[src/rtl/flash_cmd_consts.vh]
`ifndef FLASH_CMD_CONSTS_VH
`define FLASH_CMD_CONSTS_VH
// ----------------------------------------
// Opcodes
// ----------------------------------------
`define OP_READ 8'h03
`define OP_FAST_READ 8'h0B
`define OP_IDENT_READ 8'h9F
`define OP_MAKER_PART_READ 8'h90
`define OP_WRITE_ENABLE 8'h06
`define OP_WRITE_DISABLE 8'h04
`define OP_SECTOR_WIPE_A 8'h20
`define OP_SECTOR_WIPE_B 8'hD8
`define OP_ARRAY_ERASE_A 8'hC7
`define OP_ARRAY_ERASE_B 8'h60
`define OP_PAGE_WRITE 8'h02
`define OP_STATUS_READ 8'h05
`define OP_STATUS_WRITE 8'h01
`define OP_PAR_ENTRY 8'h55
`define OP_PAR_EXIT 8'h45
`define OP_SLEEP_ENTRY 8'hB9
`define OP_SLEEP_RELEASE 8'hAB
// ----------------------------------------
// Status register fields
// ----------------------------------------
`define ST_BUSY 0
`define ST_WEL 1
`define ST_BP_LO 2
`define ST_BP_HI 5
`define ST_RESET 8'h00
// ----------------------------------------
// Framing and timing
// ----------------------------------------
`define BYTE_BITS 4'd8
`define DUMMY_BYTES_RES 3'd3
`define ARRAY_WIPE_TIME_US 1000
`define SLEEP_ENTRY_DELAY_US 3
`define SLEEP_EXIT_DELAY_US 30
`define CLK_MHZ 25
`define SECTOR_WIPE_TIME_US 500
`define PAGE_WRITE_TIME_US 100
`define STATUS_WRITE_TIME_US 50
`endif

[src/rtl/serial_flash_erase_powerdown_cmds.v]
// Function
// - Erase needs write enable; sets array ones.
// - Erase opcode C7h, also 60h on small sectors.
// - Erase only when select rises after bit eight.
// - Erase timed; busy while running; latch cleared.
// - Erase refused if any protect bit set.
// - Sleep entry needs exact eight-bit frame; delayed.
// - In deep sleep only release opcode obeyed.
// - Reset always wakes into standby.
// - Sleep entry refused while operation busy.
// - Standby when deselected, not busy, not in deep sleep or its exit delay.
// - Release byte alone wakes after exit delay.
// - Release plus three dummies shifts signature out.
// - Signature equals device part of identifier.
// - Signature repeats each byte until deselect.
// - Ident reads end in standby at deselect.
// - Parallel mode outputs one byte per clock.
// - Parallel mode entered by 55h, left 45h.
// - Read, fast read, ident read framing decoded.
// - Maker read, write enable/disable decoded.
// - Sector wipe and page write decoded.
// - Status read and status write decoded.
// - Status write needs write enable latch set.
`timescale 1ns/1ps
`default_nettype none
`include "flash_cmd_consts.vh"
module serial_flash_erase_powerdown_cmds #(
  parameter BIG_SECTORS = 0,
  parameter [7:0] DEVICE_ID = 8'h5A, // Arbitrary value
  parameter [7:0] MAKER_ID = 8'hA5, // Arbitrary value
  parameter [7:0] CAP_ID = 8'h18, // Arbitrary value
  parameter integer WIPE_CYCLES = `ARRAY_WIPE_TIME_US * `CLK_MHZ,
  parameter integer SECTOR_CYCLES = `SECTOR_WIPE_TIME_US * `CLK_MHZ,
  parameter integer PAGE_CYCLES = `PAGE_WRITE_TIME_US * `CLK_MHZ,
  parameter integer SRW_CYCLES = `STATUS_WRITE_TIME_US * `CLK_MHZ,
  parameter integer SLEEP_IN_CYCLES = `SLEEP_ENTRY_DELAY_US * `CLK_MHZ,
  parameter integer SLEEP_OUT_CYCLES = `SLEEP_EXIT_DELAY_US * `CLK_MHZ
) (
  input wire clk,
  input wire sys_rst,
  input wire clk_en,
  input wire cs_n,
  input wire sck,
  input wire si,
  input wire [7:0] par_in,
  output reg so,
  output reg so_oe,
  output reg [7:0] parallel_out_bus,
  output reg parallel_oe,
  output reg [7:0] status,
  output reg deep_sleep,
  output reg standby,
  output reg parallel_mode,
  output reg erase_start,
  output reg [1:0] erase_kind,
  output reg [23:0] op_addr,
  output reg prog_byte_valid,
  output reg [7:0] prog_byte,
  output reg read_active,
  output reg [7:0] last_opcode
);

// ----------------------------------------
// Pin synchronisers and edge detection
// ----------------------------------------
reg cs_m, cs_s, cs_d;
reg sck_m, sck_s, sck_d;
reg si_m, si_s;
reg [7:0] par_m, par_s;
always @(posedge clk) begin
  if (sys_rst) begin
    cs_m <= 1'b1; cs_s <= 1'b1; cs_d <= 1'b1;
    sck_m <= 1'b0; sck_s <= 1'b0; sck_d <= 1'b0;
    si_m <= 1'b0; si_s <= 1'b0;
    par_m <= 8'h00; par_s <= 8'h00;
  end else if (clk_en) begin
    cs_m <= cs_n; cs_s <= cs_m; cs_d <= cs_s;
    sck_m <= sck; sck_s <= sck_m; sck_d <= sck_s;
    si_m <= si; si_s <= si_m;
    par_m <= par_in; par_s <= par_m;
  end
end
wire sel = ~cs_s;
wire cs_rise = cs_s & ~cs_d;
wire sck_rise = sel & sck_s & ~sck_d;
wire sck_fall = sel & ~sck_s & sck_d;

// ----------------------------------------
// Frame phases, one-hot
// ----------------------------------------
localparam PH_OP = 6'b000001;
localparam PH_ADDR = 6'b000010;
localparam PH_DUMMY = 6'b000100;
localparam PH_DATA_IN = 6'b001000;
localparam PH_DATA_OUT = 6'b010000;
localparam PH_IGNORE = 6'b100000;

function is_op;
  input [7:0] op;
  input [7:0] code;
  begin
    is_op = (op == code);
  end
endfunction

reg [5:0] phase;
reg [7:0] shift_in;
reg [3:0] bit_cnt;
reg [2:0] byte_cnt;
reg [7:0] opcode;
reg [7:0] out_byte;
reg [2:0] out_bit;
reg [1:0] id_idx;
reg frame_bad;
reg [31:0] busy_cnt;
reg [31:0] sleep_cnt;
reg sleep_pending_in, sleep_pending_out;
reg [1:0] busy_kind;

wire busy = status[`ST_BUSY];
wire write_enable_latch = status[`ST_WEL];
wire bp_clear = (status[`ST_BP_HI:`ST_BP_LO] == 4'h0);
wire byte_done_s = (bit_cnt == `BYTE_BITS - 4'd1);
wire [7:0] byte_now = parallel_mode ? par_s : {shift_in[6:0], si_s};
wire byte_done = parallel_mode | byte_done_s;
wire [7:0] sig_byte = DEVICE_ID;

function [7:0] ident_byte;
  input [1:0] idx;
  input [7:0] op;
  input [7:0] st;
  begin
    if (op == `OP_IDENT_READ)
      ident_byte = (idx == 2'd0) ? MAKER_ID : (idx == 2'd1) ? DEVICE_ID : CAP_ID;
    else if (op == `OP_MAKER_PART_READ)
      ident_byte = idx[0] ? DEVICE_ID : MAKER_ID;
    else if (op == `OP_STATUS_READ)
      ident_byte = st;
    else
      ident_byte = sig_byte;
  end
endfunction
wire [7:0] out_fetch = ident_byte(id_idx, opcode, status);

// Opcodes accepted at the end of the first byte
function op_known;
  input [7:0] op;
  begin
    op_known = is_op(op, `OP_READ) | is_op(op, `OP_FAST_READ) |
      is_op(op, `OP_IDENT_READ) | is_op(op, `OP_MAKER_PART_READ) |
      is_op(op, `OP_WRITE_ENABLE) | is_op(op, `OP_WRITE_DISABLE) |
      is_op(op, `OP_SECTOR_WIPE_B) | is_op(op, `OP_ARRAY_ERASE_A) |
      (!BIG_SECTORS && (is_op(op, `OP_SECTOR_WIPE_A) | is_op(op, `OP_ARRAY_ERASE_B))) |
      is_op(op, `OP_PAGE_WRITE) | is_op(op, `OP_STATUS_READ) |
      is_op(op, `OP_STATUS_WRITE) | is_op(op, `OP_PAR_ENTRY) |
      is_op(op, `OP_PAR_EXIT) | is_op(op, `OP_SLEEP_ENTRY) |
      is_op(op, `OP_SLEEP_RELEASE);
  end
endfunction

// ----------------------------------------
// Command engine
// ----------------------------------------
always @(posedge clk) begin
  if (sys_rst) begin
    phase <= PH_OP;
    shift_in <= 8'h00;
    bit_cnt <= 4'd0;
    byte_cnt <= 3'd0;
    opcode <= 8'h00;
    out_byte <= 8'h00;
    out_bit <= 3'd0;
    id_idx <= 2'd0;
    frame_bad <= 1'b0;
    busy_cnt <= 32'd0;
    busy_kind <= 2'd0;
    sleep_cnt <= 32'd0;
    sleep_pending_in <= 1'b0;
    sleep_pending_out <= 1'b0;
    so <= 1'b0;
    so_oe <= 1'b0;
    parallel_out_bus <= 8'h00;
    parallel_oe <= 1'b0;
    status <= `ST_RESET;
    deep_sleep <= 1'b0;
    standby <= 1'b1;
    parallel_mode <= 1'b0;
    erase_start <= 1'b0;
    erase_kind <= 2'd0;
    op_addr <= 24'h000000;
    prog_byte_valid <= 1'b0;
    prog_byte <= 8'h00;
    read_active <= 1'b0;
    last_opcode <= 8'h00;
  end else if (clk_en) begin
    erase_start <= 1'b0;
    prog_byte_valid <= 1'b0;
    // Entry delay still counts as standby; deep sleep and its exit do not
    standby <= cs_s & ~busy & ~deep_sleep & ~sleep_pending_out;
    // Internal timed operation
    if (busy) begin
      if (busy_cnt <= 32'd1) begin
        status[`ST_BUSY] <= 1'b0;
        busy_cnt <= 32'd0;
      end else begin
        busy_cnt <= busy_cnt - 32'd1;
        if (busy_cnt == 32'd2)
          status[`ST_WEL] <= 1'b0;
      end
    end
    // Sleep entry and exit delays
    if (sleep_pending_in | sleep_pending_out) begin
      if (sleep_cnt <= 32'd1) begin
        if (sleep_pending_in)
          deep_sleep <= 1'b1;
        else
          deep_sleep <= 1'b0;
        sleep_pending_in <= 1'b0;
        sleep_pending_out <= 1'b0;
        sleep_cnt <= 32'd0;
      end else
        sleep_cnt <= sleep_cnt - 32'd1;
    end
    if (cs_rise) begin
      so_oe <= 1'b0;
      parallel_oe <= 1'b0;
      read_active <= 1'b0;
      if (phase == PH_DATA_OUT || phase == PH_IGNORE) begin
        phase <= PH_OP;
      end else begin
        // Frames that execute on deselect
        if (phase == PH_ADDR && byte_cnt == 3'd0 && bit_cnt == 4'd0 && !frame_bad) begin
          if (deep_sleep && !is_op(opcode, `OP_SLEEP_RELEASE)) begin
          end else if (is_op(opcode, `OP_ARRAY_ERASE_A) ||
                       (!BIG_SECTORS && is_op(opcode, `OP_ARRAY_ERASE_B))) begin
            if (write_enable_latch && bp_clear && !busy) begin
              status[`ST_BUSY] <= 1'b1;
              busy_cnt <= WIPE_CYCLES;
              erase_start <= 1'b1;
              erase_kind <= 2'd1;
            end
          end else if (is_op(opcode, `OP_SLEEP_ENTRY)) begin
            if (!busy) begin
              sleep_pending_in <= 1'b1;
              sleep_cnt <= SLEEP_IN_CYCLES;
            end
          end else if (is_op(opcode, `OP_SLEEP_RELEASE)) begin
            if (deep_sleep || sleep_pending_in) begin
              sleep_pending_in <= 1'b0;
              sleep_pending_out <= 1'b1;
              sleep_cnt <= SLEEP_OUT_CYCLES;
            end
          end else if (is_op(opcode, `OP_WRITE_ENABLE) && !busy) begin
            status[`ST_WEL] <= 1'b1;
          end else if (is_op(opcode, `OP_WRITE_DISABLE) && !busy) begin
            status[`ST_WEL] <= 1'b0;
          end else if (is_op(opcode, `OP_PAR_ENTRY)) begin
            parallel_mode <= 1'b1;
          end else if (is_op(opcode, `OP_PAR_EXIT)) begin
            parallel_mode <= 1'b0;
          end
        end else if (phase == PH_DATA_IN && bit_cnt == 4'd0 && byte_cnt != 3'd0 &&
                     !busy && write_enable_latch) begin
          if (is_op(opcode, `OP_PAGE_WRITE)) begin
            status[`ST_BUSY] <= 1'b1;
            busy_cnt <= PAGE_CYCLES;
            erase_kind <= 2'd3;
          end else if (is_op(opcode, `OP_STATUS_WRITE) && byte_cnt == 3'd1) begin
            status[`ST_BP_HI:`ST_BP_LO] <= shift_in[`ST_BP_HI:`ST_BP_LO];
            status[7:6] <= shift_in[7:6];
            status[`ST_BUSY] <= 1'b1;
            busy_cnt <= SRW_CYCLES;
          end
        end else if (phase == PH_DUMMY && byte_cnt == 3'd0 && bit_cnt == 4'd0 &&
                     (is_op(opcode, `OP_SECTOR_WIPE_A) || is_op(opcode, `OP_SECTOR_WIPE_B)) &&
                     !busy && write_enable_latch) begin
          status[`ST_BUSY] <= 1'b1;
          busy_cnt <= SECTOR_CYCLES;
          erase_start <= 1'b1;
          erase_kind <= 2'd2;
        end
        phase <= PH_OP;
      end
      bit_cnt <= 4'd0;
      byte_cnt <= 3'd0;
      frame_bad <= 1'b0;
      id_idx <= 2'd0;
    end else if (sck_rise) begin
      shift_in <= byte_now;
      bit_cnt <= byte_done ? 4'd0 : bit_cnt + 4'd1;
      case (phase)
        PH_OP: begin
          if (byte_done) begin
            opcode <= byte_now;
            last_opcode <= byte_now;
            byte_cnt <= 3'd0;
            if (!op_known(byte_now) ||
                (deep_sleep && !is_op(byte_now, `OP_SLEEP_RELEASE)))
              phase <= PH_IGNORE;
            else if (is_op(byte_now, `OP_STATUS_READ) || is_op(byte_now, `OP_IDENT_READ)) begin
              phase <= PH_DATA_OUT;
              read_active <= 1'b1;
            end else
              phase <= PH_ADDR;
          end
        end
        PH_ADDR: begin
          // Bytes after a no-address opcode other than status write spoil its frame
          if (byte_done) begin
            op_addr <= {op_addr[15:0], byte_now};
            byte_cnt <= byte_cnt + 3'd1;
            if (is_op(opcode, `OP_SLEEP_RELEASE)) begin
              byte_cnt <= 3'd0;
              phase <= (byte_cnt == `DUMMY_BYTES_RES - 3'd1) ? PH_DATA_OUT : PH_DUMMY;
              frame_bad <= 1'b1;
              if (byte_cnt == `DUMMY_BYTES_RES - 3'd1) begin
                read_active <= 1'b1;
                if (deep_sleep || sleep_pending_in) begin
                  sleep_pending_in <= 1'b0;
                  sleep_pending_out <= 1'b1;
                  sleep_cnt <= SLEEP_OUT_CYCLES;
                end
              end else
                byte_cnt <= byte_cnt + 3'd1;
            end else if (is_op(opcode, `OP_STATUS_WRITE)) begin
              shift_in <= byte_now;
              byte_cnt <= 3'd1;
              phase <= PH_DATA_IN;
            end else if (byte_cnt == 3'd2) begin
              byte_cnt <= 3'd0;
              if (is_op(opcode, `OP_PAGE_WRITE))
                phase <= PH_DATA_IN;
              else if (is_op(opcode, `OP_FAST_READ))
                phase <= PH_DUMMY;
              else if (is_op(opcode, `OP_READ) || is_op(opcode, `OP_MAKER_PART_READ)) begin
                phase <= PH_DATA_OUT;
                read_active <= 1'b1;
              end else if (is_op(opcode, `OP_SECTOR_WIPE_A) || is_op(opcode, `OP_SECTOR_WIPE_B))
                phase <= PH_DUMMY;
              else
                phase <= PH_IGNORE;
            end else if (byte_cnt == 3'd0 && !(is_op(opcode, `OP_READ) ||
                         is_op(opcode, `OP_FAST_READ) || is_op(opcode, `OP_PAGE_WRITE) ||
                         is_op(opcode, `OP_MAKER_PART_READ) || is_op(opcode, `OP_SECTOR_WIPE_A) ||
                         is_op(opcode, `OP_SECTOR_WIPE_B)))
              phase <= PH_IGNORE;
          end
        end
        PH_DUMMY: begin
          if (byte_done) begin
            if (is_op(opcode, `OP_SLEEP_RELEASE)) begin
              byte_cnt <= byte_cnt + 3'd1;
              if (byte_cnt == `DUMMY_BYTES_RES - 3'd1) begin
                phase <= PH_DATA_OUT;
                read_active <= 1'b1;
                if (deep_sleep || sleep_pending_in) begin
                  sleep_pending_in <= 1'b0;
                  sleep_pending_out <= 1'b1;
                  sleep_cnt <= SLEEP_OUT_CYCLES;
                end
              end
            end else if (is_op(opcode, `OP_FAST_READ)) begin
              phase <= PH_DATA_OUT;
              read_active <= 1'b1;
            end else
              phase <= PH_IGNORE; // Sector wipe takes no more bytes
          end
        end
        PH_DATA_IN: begin
          if (byte_done) begin
            prog_byte <= byte_now;
            prog_byte_valid <= is_op(opcode, `OP_PAGE_WRITE);
            if (byte_cnt != 3'd7)
              byte_cnt <= byte_cnt + 3'd1;
            if (is_op(opcode, `OP_STATUS_WRITE))
              phase <= PH_IGNORE; // Exactly one data byte
          end
        end
        PH_DATA_OUT: begin
        end
        PH_IGNORE: begin
        end
        default: phase <= PH_IGNORE;
      endcase
    end else if (sck_fall && phase == PH_DATA_OUT) begin
      if (parallel_mode) begin
        parallel_out_bus <= out_fetch;
        parallel_oe <= 1'b1;
        id_idx <= id_idx + 2'd1;
      end else begin
        if (out_bit == 3'd0 || !so_oe) begin
          out_byte <= {out_fetch[6:0], 1'b0};
          so <= out_fetch[7];
          id_idx <= id_idx + 2'd1;
          out_bit <= 3'd7;
        end else begin
          so <= out_byte[7];
          out_byte <= {out_byte[6:0], 1'b0};
          out_bit <= out_bit - 3'd1;
        end
        so_oe <= 1'b1;
      end
    end
    if (cs_rise)
      out_bit <= 3'd0;
  end
end

endmodule // serial_flash_erase_powerdown_cmds
`default_nettype wire

[config.mk]
export PLATFORM = sky130hd
export DESIGN_NAME = serial_flash_erase_powerdown_cmds
export DESIGN_NICKNAME = d
export VERILOG_FILES = /design/src/rtl/serial_flash_erase_powerdown_cmds.v
export VERILOG_INCLUDE_DIRS = /design/src /design/src/rtl
export SDC_FILE = /design/constraint.sdc
export NUM_CORES = 1
export LEC_CHECK = 0
export ABC_CLOCK_PERIOD_IN_PS = 2800
export BUFFER_PORTS_ARGS = -buffer_cell sky130_fd_sc_hd__buf_4
export CAP_MARGIN = 25
export CELL_PAD_IN_SITES_DETAIL_PLACEMENT = 1
export CELL_PAD_IN_SITES_GLOBAL_PLACEMENT = 2
export CORE_AREA = 3 3 182 167
export CTS_CLUSTER_SIZE = 24
export DETAILED_ROUTE_END_ITERATION = 6
export DIE_AREA = 0 0 185 170
export PLACE_DENSITY = 0.77
export SYNTH_ARGS = -nofsm -noshare
export SYNTH_HDL_FRONTEND = slang
export SYNTH_SLANG_ARGS = --single-unit
[constraint.sdc]
create_clock -name clk -period 2.8 [get_ports clk]
set_input_delay 0.84 -clock clk [delete_from_list [all_inputs] [get_ports clk]]
set_output_delay 0.84 -clock clk [all_outputs]
set_load 0.01 [all_outputs]
; Yosys cells after proc, flatten, opt, wreduce, memory -nomap -nowiden
; Index checks and enable logic that the tools add are counted.
[word_totals]
input_bits = 14
ff_bits = 192
out_inout_bits = 67
[classes]
n_reduce_logical = 78
n_mux = 187
n_eq_ne = 70
magnitude_cmp = 2
n_addsub = 6
bitwise = 45
[ops]
columns = op, count
row1 = two-way mux 32 bit, 28
row2 = two-way mux 6 bit, 19
row3 = "== test 8 bit, second input constant", 12
row4 = two-way mux 1 bit, 92
row5 = "<= comparator 32 x 1 -> 1 bit, second input constant", 2
row6 = "subtractor 32 x 1 -> 32 bit, second input constant", 2
row7 = two-way mux 8 bit, 7
row8 = "== test 8 x 3 -> 1 bit, second input constant", 6
row9 = "== test 8 x 7 -> 1 bit, second input constant", 6
row10 = two-way mux 3 bit, 16
row11 = "== test 32 x 2 -> 1 bit, second input constant", 1
row12 = "== test 8 x 2 -> 1 bit, second input constant", 4
row13 = two-way mux 2 bit, 16
row14 = one-hot mux 6 bit (5 select lines), 1
row15 = AND reduction 5 bit, 6
row16 = "inequality test 3 bit, second input constant", 8
row17 = logical AND 1 bit, 21
row18 = inverter 1 bit, 19
row19 = bitwise OR 1 bit, 18
row20 = "== test 8 x 1 -> 1 bit, second input constant", 2
row21 = "== test 8 x 4 -> 1 bit, second input constant", 2
row22 = "== test 8 x 6 -> 1 bit, second input constant", 2
row23 = AND reduction 14 bit, 1
row24 = nonzero test 2 bit, 7
row25 = other kinds (44), 90

; Logic depth before layout (Yosys ltp)
[depth]
word_depth = 24
depth_mapped = 11

; Least setup slack after synthesis
; No wires, ideal clock.
[synth_timing]
kind = register to register
from = register busy_cnt[23]
to = register busy_cnt[24]
n_path_buf = 1
path_stages_with_launch = 9
setup_ns = 0.117
slack_ns = 0.186
arrival_ns = 2.498
period_less_slack_ns = 2.614
cell_sequence = dfxtp_1 -> or4_4 -> or4_4 -> or4_4 -> nand2_4 -> or2_1 -> buf_6 -> o21ai_2 -> a22o_1
[synth_via]
elab_chain_len = 9
elab_cells_between_ends = 14
classes_between = add/sub (1) / order compare (1) / mux (12)
[synth_lines]
columns = element, line
row1 = start: declaration, serial_flash_erase_powerdown_cmds.v:115  ; reg [31:0] busy_cnt;
row2 = start signal: assignment, serial_flash_erase_powerdown_cmds.v:206  ; busy_cnt <= busy_cnt - 32'd1;
row3 = subtractor 32 x 1 -> 32 bit or <= comparator 32 x 1 -> 1 bit (tied branches), "serial_flash_erase_powerdown_cmds.v:206, serial_flash_erase_powerdown_cmds.v:202"
row4 = two-way mux 32 bit (*), serial_flash_erase_powerdown_cmds.v:202  ; if (busy_cnt <= 32'd1) begin
row5 = two-way mux 32 bit (*), serial_flash_erase_powerdown_cmds.v:201  ; if (busy) begin
row6 = "two-way mux 32 bit, on equally long branches", "serial_flash_erase_powerdown_cmds.v:268, serial_flash_erase_powerdown_cmds.v:236"
row7 = "two-way mux 32 bit, on equally long branches", "serial_flash_erase_powerdown_cmds.v:264, serial_flash_erase_powerdown_cmds.v:234"
row8 = "two-way mux 32 bit, on equally long branches", "serial_flash_erase_powerdown_cmds.v:262, serial_flash_erase_powerdown_cmds.v:233"
row9 = two-way mux 32 bit, serial_flash_erase_powerdown_cmds.v:232  ; if (phase == PH_ADDR && byte_cnt == 3'd0 && bit_cnt == 4'd0 && !frame_bad) begin
row10 = two-way mux 32 bit, serial_flash_erase_powerdown_cmds.v:228  ; if (phase == PH_DATA_OUT || phase == PH_IGNORE) begin
row11 = two-way mux 32 bit (*), serial_flash_erase_powerdown_cmds.v:224  ; if (cs_rise) begin
; Every way passes the cells marked *; elsewhere a longest branch is shown, timed or not.
; A chain may end at the register's enable or synchronous reset.

; Worst setup path in the final report
[layout_timing]
from = register phase[2]
to = register busy_cnt[27]
[layout_via]
elab_chain_len = 11
elab_cells_between_ends = 23
classes_between = eq/ne (5) / mux (5) / reduce/logical (13)
[layout_lines]
columns = element, line
row1 = start: declaration, serial_flash_erase_powerdown_cmds.v:106  ; reg [5:0] phase;
row2 = start signal: assignment, serial_flash_erase_powerdown_cmds.v:314  ; phase <= (byte_cnt == `DUMMY_BYTES_RES - 3'd1) ? PH_DATA_OUT : PH_DUMMY;
row3 = == test 6 x 3 -> 1 bit, serial_flash_erase_powerdown_cmds.v:274  ; end else if (phase == PH_DUMMY && byte_cnt == 3'd0 && bit_cnt == 4'd0 &&
row4 = logical AND 1 bit (5 in a row), serial_flash_erase_powerdown_cmds.v:274
row5 = two-way mux 32 bit, serial_flash_erase_powerdown_cmds.v:274
row6 = two-way mux 32 bit, serial_flash_erase_powerdown_cmds.v:262  ; end else if (phase == PH_DATA_IN && bit_cnt == 4'd0 && byte_cnt != 3'd0 &&
row7 = two-way mux 32 bit, serial_flash_erase_powerdown_cmds.v:232
row8 = two-way mux 32 bit (*), serial_flash_erase_powerdown_cmds.v:228
row9 = two-way mux 32 bit (*), serial_flash_erase_powerdown_cmds.v:224
; Marked as above.

==> reports/metrics.cfg <==
[worst_setup_path]
cp_slowest_cell = or4_1
crit_path_start = phase[2]$_SDFFE_PP0P_
required_ps = 3170
worstSetupStartpointType = flop
critical_path_class = reg2reg
r2r-start = phase[2]$_SDFFE_PP0P_
crit_buf_inv = 1
crit_chain = or4_1, or2_4, o31ai_4, a32oi_4, buf_6, or2_4, or3_1, o21ai_1
slowest_delay_ps = 630
critPathTopFamily = simple AND/OR/NAND/NOR gates
worst_setup_path_end_kind = flop
arrival_ps = 3060
path_max_fanout = 11
critPathMostFrequentCell = or2_4

[yosys]
postSynthCellCount = 1312
synth.avg_cell_area_sq_um = 7.811
synth_flop_cell = dfxtp_1
synth_fp_nets = 1342
netlist_top_cells_area = dfxtp_1, nor2_1, nand2_1
synthArstFlopShare_pct = 0
synth_edf_count = 0
ys_seq_elements = 191
synthesis.area_sq_um = 10250
yosys.area.top_type = dfxtp_1
ys_warn_count = 0
ys_seq_area_share_pct = 37.31
ys_types = 81
synth_top_area_share_pct = 37.31

[power_and_ir_drop]
p_leak_nw = 4.854
p_per_area_nw_per_um2 = 443.0
peakVddDrop_uv = 396.6
p_total_mw = 5.642

[routing]
final_antenna_net_count = 0
wirelength_um = 35780
drt_iter0_drc = 440
viasPerCell = 5.613
avgRoutedWirePerCell_um = 19.36
dr.pass1.iters = 5
vias = 10370
drc_errors = 0

[flow_run]
maxCapViolations = 0

[placed_design]
placedCellCount = 1814
place_congestion = 0.8825
dpl.hpwl_um = 26530
place_area_sq_um = 12020
port_buffers = 80

[clock_network]
clk_pin_slew_ps = 90
ctsRootBufferMaster = clkbuf_16
hold_buffers = 0
htree_num_levels = 4
clock_sinks = 191
clock_latency_ps = 450
cts_buffer_depth = 2
tritoncts = built
numCtsBuffers = 17

[timing]
max_slew_margin_pct = 47.01
hold_viol = 0
fin_crit_ps = 2692
final-setup-viol-count = 0
drv_slew = 0
finalCritPeriodShare_pct = 96.15
fin_skew_ps = 20.32
fmax_ghz = 0.3715
tightest_slew_ps = 794.8
rsz0062_at_grt = no

[min_path]
min-delay-start = op_addr[18]$_SDFFE_PP0P_
hp-class = reg2reg

[floorplanning]
coreArea_sq_um = 28640
rows = 59
start_util_pct = 35.78
ioPinCount = 81
dieArea_sq_um = 31450
die_x_um = 185
die_h_um = 170

[final_layout]
layout-drive-gt1-share_pct = 20.04
diodes = 0
nFillCells = 3532
area.growth.synth_to_final_pct = 24.27
design_area_sq_um = 12740
fin_cells = 1848
nets = 1499

[global_routing]
grt_pass1_wl_um = 58240
grt_max_degree = 150
gr-usage-all-layers_pct = 23.05
grt_pass1_vias = 10630
grt_remaining_overflow = 0
antenna_found_initial = 0

[status]
status = finished, final reports clean

==> synthesized netlist by cell type, types with 22 or more instances <==
cell	n
dfxtp_1	191
nor2_1	167
nand2_1	158
a21oi_1	99
nor3_1	71
clkbuf_1	58
o21ai_0	56
a211oi_1	51
mux2i_1	40
nand3_1	37
nor4_1	28
or3_1	26
inv_1	24
nand4_1	22
==> state kept, by name, indices dropped and copies added (netlist names), 2 cells and up <==
signal and cells:
par_s 8, par_m 8, out_byte 7, opcode 8, busy_cnt 32, parallel_out_bus 8
erase_kind 2, phase 6, shift_in 8, status 8, bit_cnt 4, sleep_cnt 32
byte_cnt 3, out_bit 3, prog_byte 8, op_addr 24, id_idx 2
==> placed cells by master, fill, tap and decap left out, types with 6 or more instances in the layout <==
cell type,synthesis,layout
o21ai_0,56,56
dfxtp_1,191,187
a311oi_1,6,6
nor2b_1,9,8
o211ai_1,7,7
a22o_1,7,7
nor3b_1,8,8
nor4_1,28,28
or3_1,26,25
ha_1,16,16
inv_1,24,24
xnor2_1,13,13
xor2_1,8,8
nand3b_1,7,7
nand2b_1,13,13
nor2_1,167,166
and2_1,7,7
nor3_1,71,67
clkbuf_16,0,17
a21oi_1,99,98
a211oi_1,51,51
nand4_1,22,22
mux2i_1,40,40
nand4b_1,6,6
nand3_1,37,37
a32o_1,7,7
nand2_1,158,158
o31ai_1,8,8
or4_1,12,12
nor4bb_1,7,6
buf_4,2,211
and3_1,6,6
a21o_1,7,7
a31oi_1,18,17
or2_2,14,14
==> final timing paths <==
check                           cells past startpoint  slack (ps)                         to
worst max-delay path                                8         110  busy_cnt[27]$_SDFFE_PP0P_
worst min-delay path                                2         460   op_addr[18]$_SDFFE_PP0P_
worst max register to register                      8         110  busy_cnt[27]$_SDFFE_PP0P_
worst min register to register                      2         460   op_addr[18]$_SDFFE_PP0P_
==> final cells by class <==
class / instances / area [sq um] / area share (%)
Sequential cell: 191 / 3829 / 30.06
Multi-Input combinational cell: 1021 / 6108 / 47.96
Inverter: 24 / 90.09 / 0.7073
Tap cell: 366 / 457.9 / 3.596
Timing Repair Buffer: 214 / 1635 / 12.84
Clock buffer: 17 / 425.4 / 3.340
Clock inverter: 15 / 190.2 / 1.493
==> cells by family (layout without fill, tap and decap cells) <==
group	after synthesis	after routing	share of synthesized area, %
adder cells (fa/ha/maj)	16	16	1.953
multiplexers	42	42	4.126
buffers and inverters	100	270	3.919
AO/OA/AOI/OAI	316	316	20.13
flip-flops	191	191	37.31
AND/OR/NAND/NOR	626	626	30.77
XOR/XNOR	21	21	1.795
==> worst min-delay path, cell delays in order (launching register included) <==
cell and delay [ps]:
dfxtp_1 320, nand2_1 50, a21oi_1 50
==> per-layer routing <==
| layer | GRT usage (%) | wire [um] | up-vias |
|---|---|---|---|
| li1 | - | - | 5111 |
| met1 | 30.66 | 17000 | 5085 |
| met2 | 38.64 | 16910 | 138 |
| met3 | 3.954 | 1199 | 38 |
| met4 | 6.393 | 676 | 0 |
| met5 | 0 | 0 | - |
==> power by group <==
part	internal (mW)	leakage (nW)	switching (mW)
logic	0.110	3.01	0.191
clock network	1.29	0.299	1.29
registers	2.74	1.54	0.0250
total	4.14	4.85	1.50
==> through the flow <==
step | hold WS, ps | setup TNS (ps) | utilization [%] | setup slack, ps
final | 461.8 | 0 | 44.47 | 107.9
after global routing | 482.5 | 0 | 44.47 | 3.743
after CTS | 465.9 | -4.084 | 44.19 | -4.084
after detailed placement | 453.7 | -1764 | 41.97 | -255.3
after global placement | 442.3 | -553.2 | 41.97 | -152.9
after floorplan | 431.9 | 0 | - | 185.5
==> repair_timing <==
item	CTS	global route
buffers inserted	0	2
setup endpoints to repair	15	39
gates resized for setup	5	16
pin swaps	1	6
(Power assumes the default switching activity.)
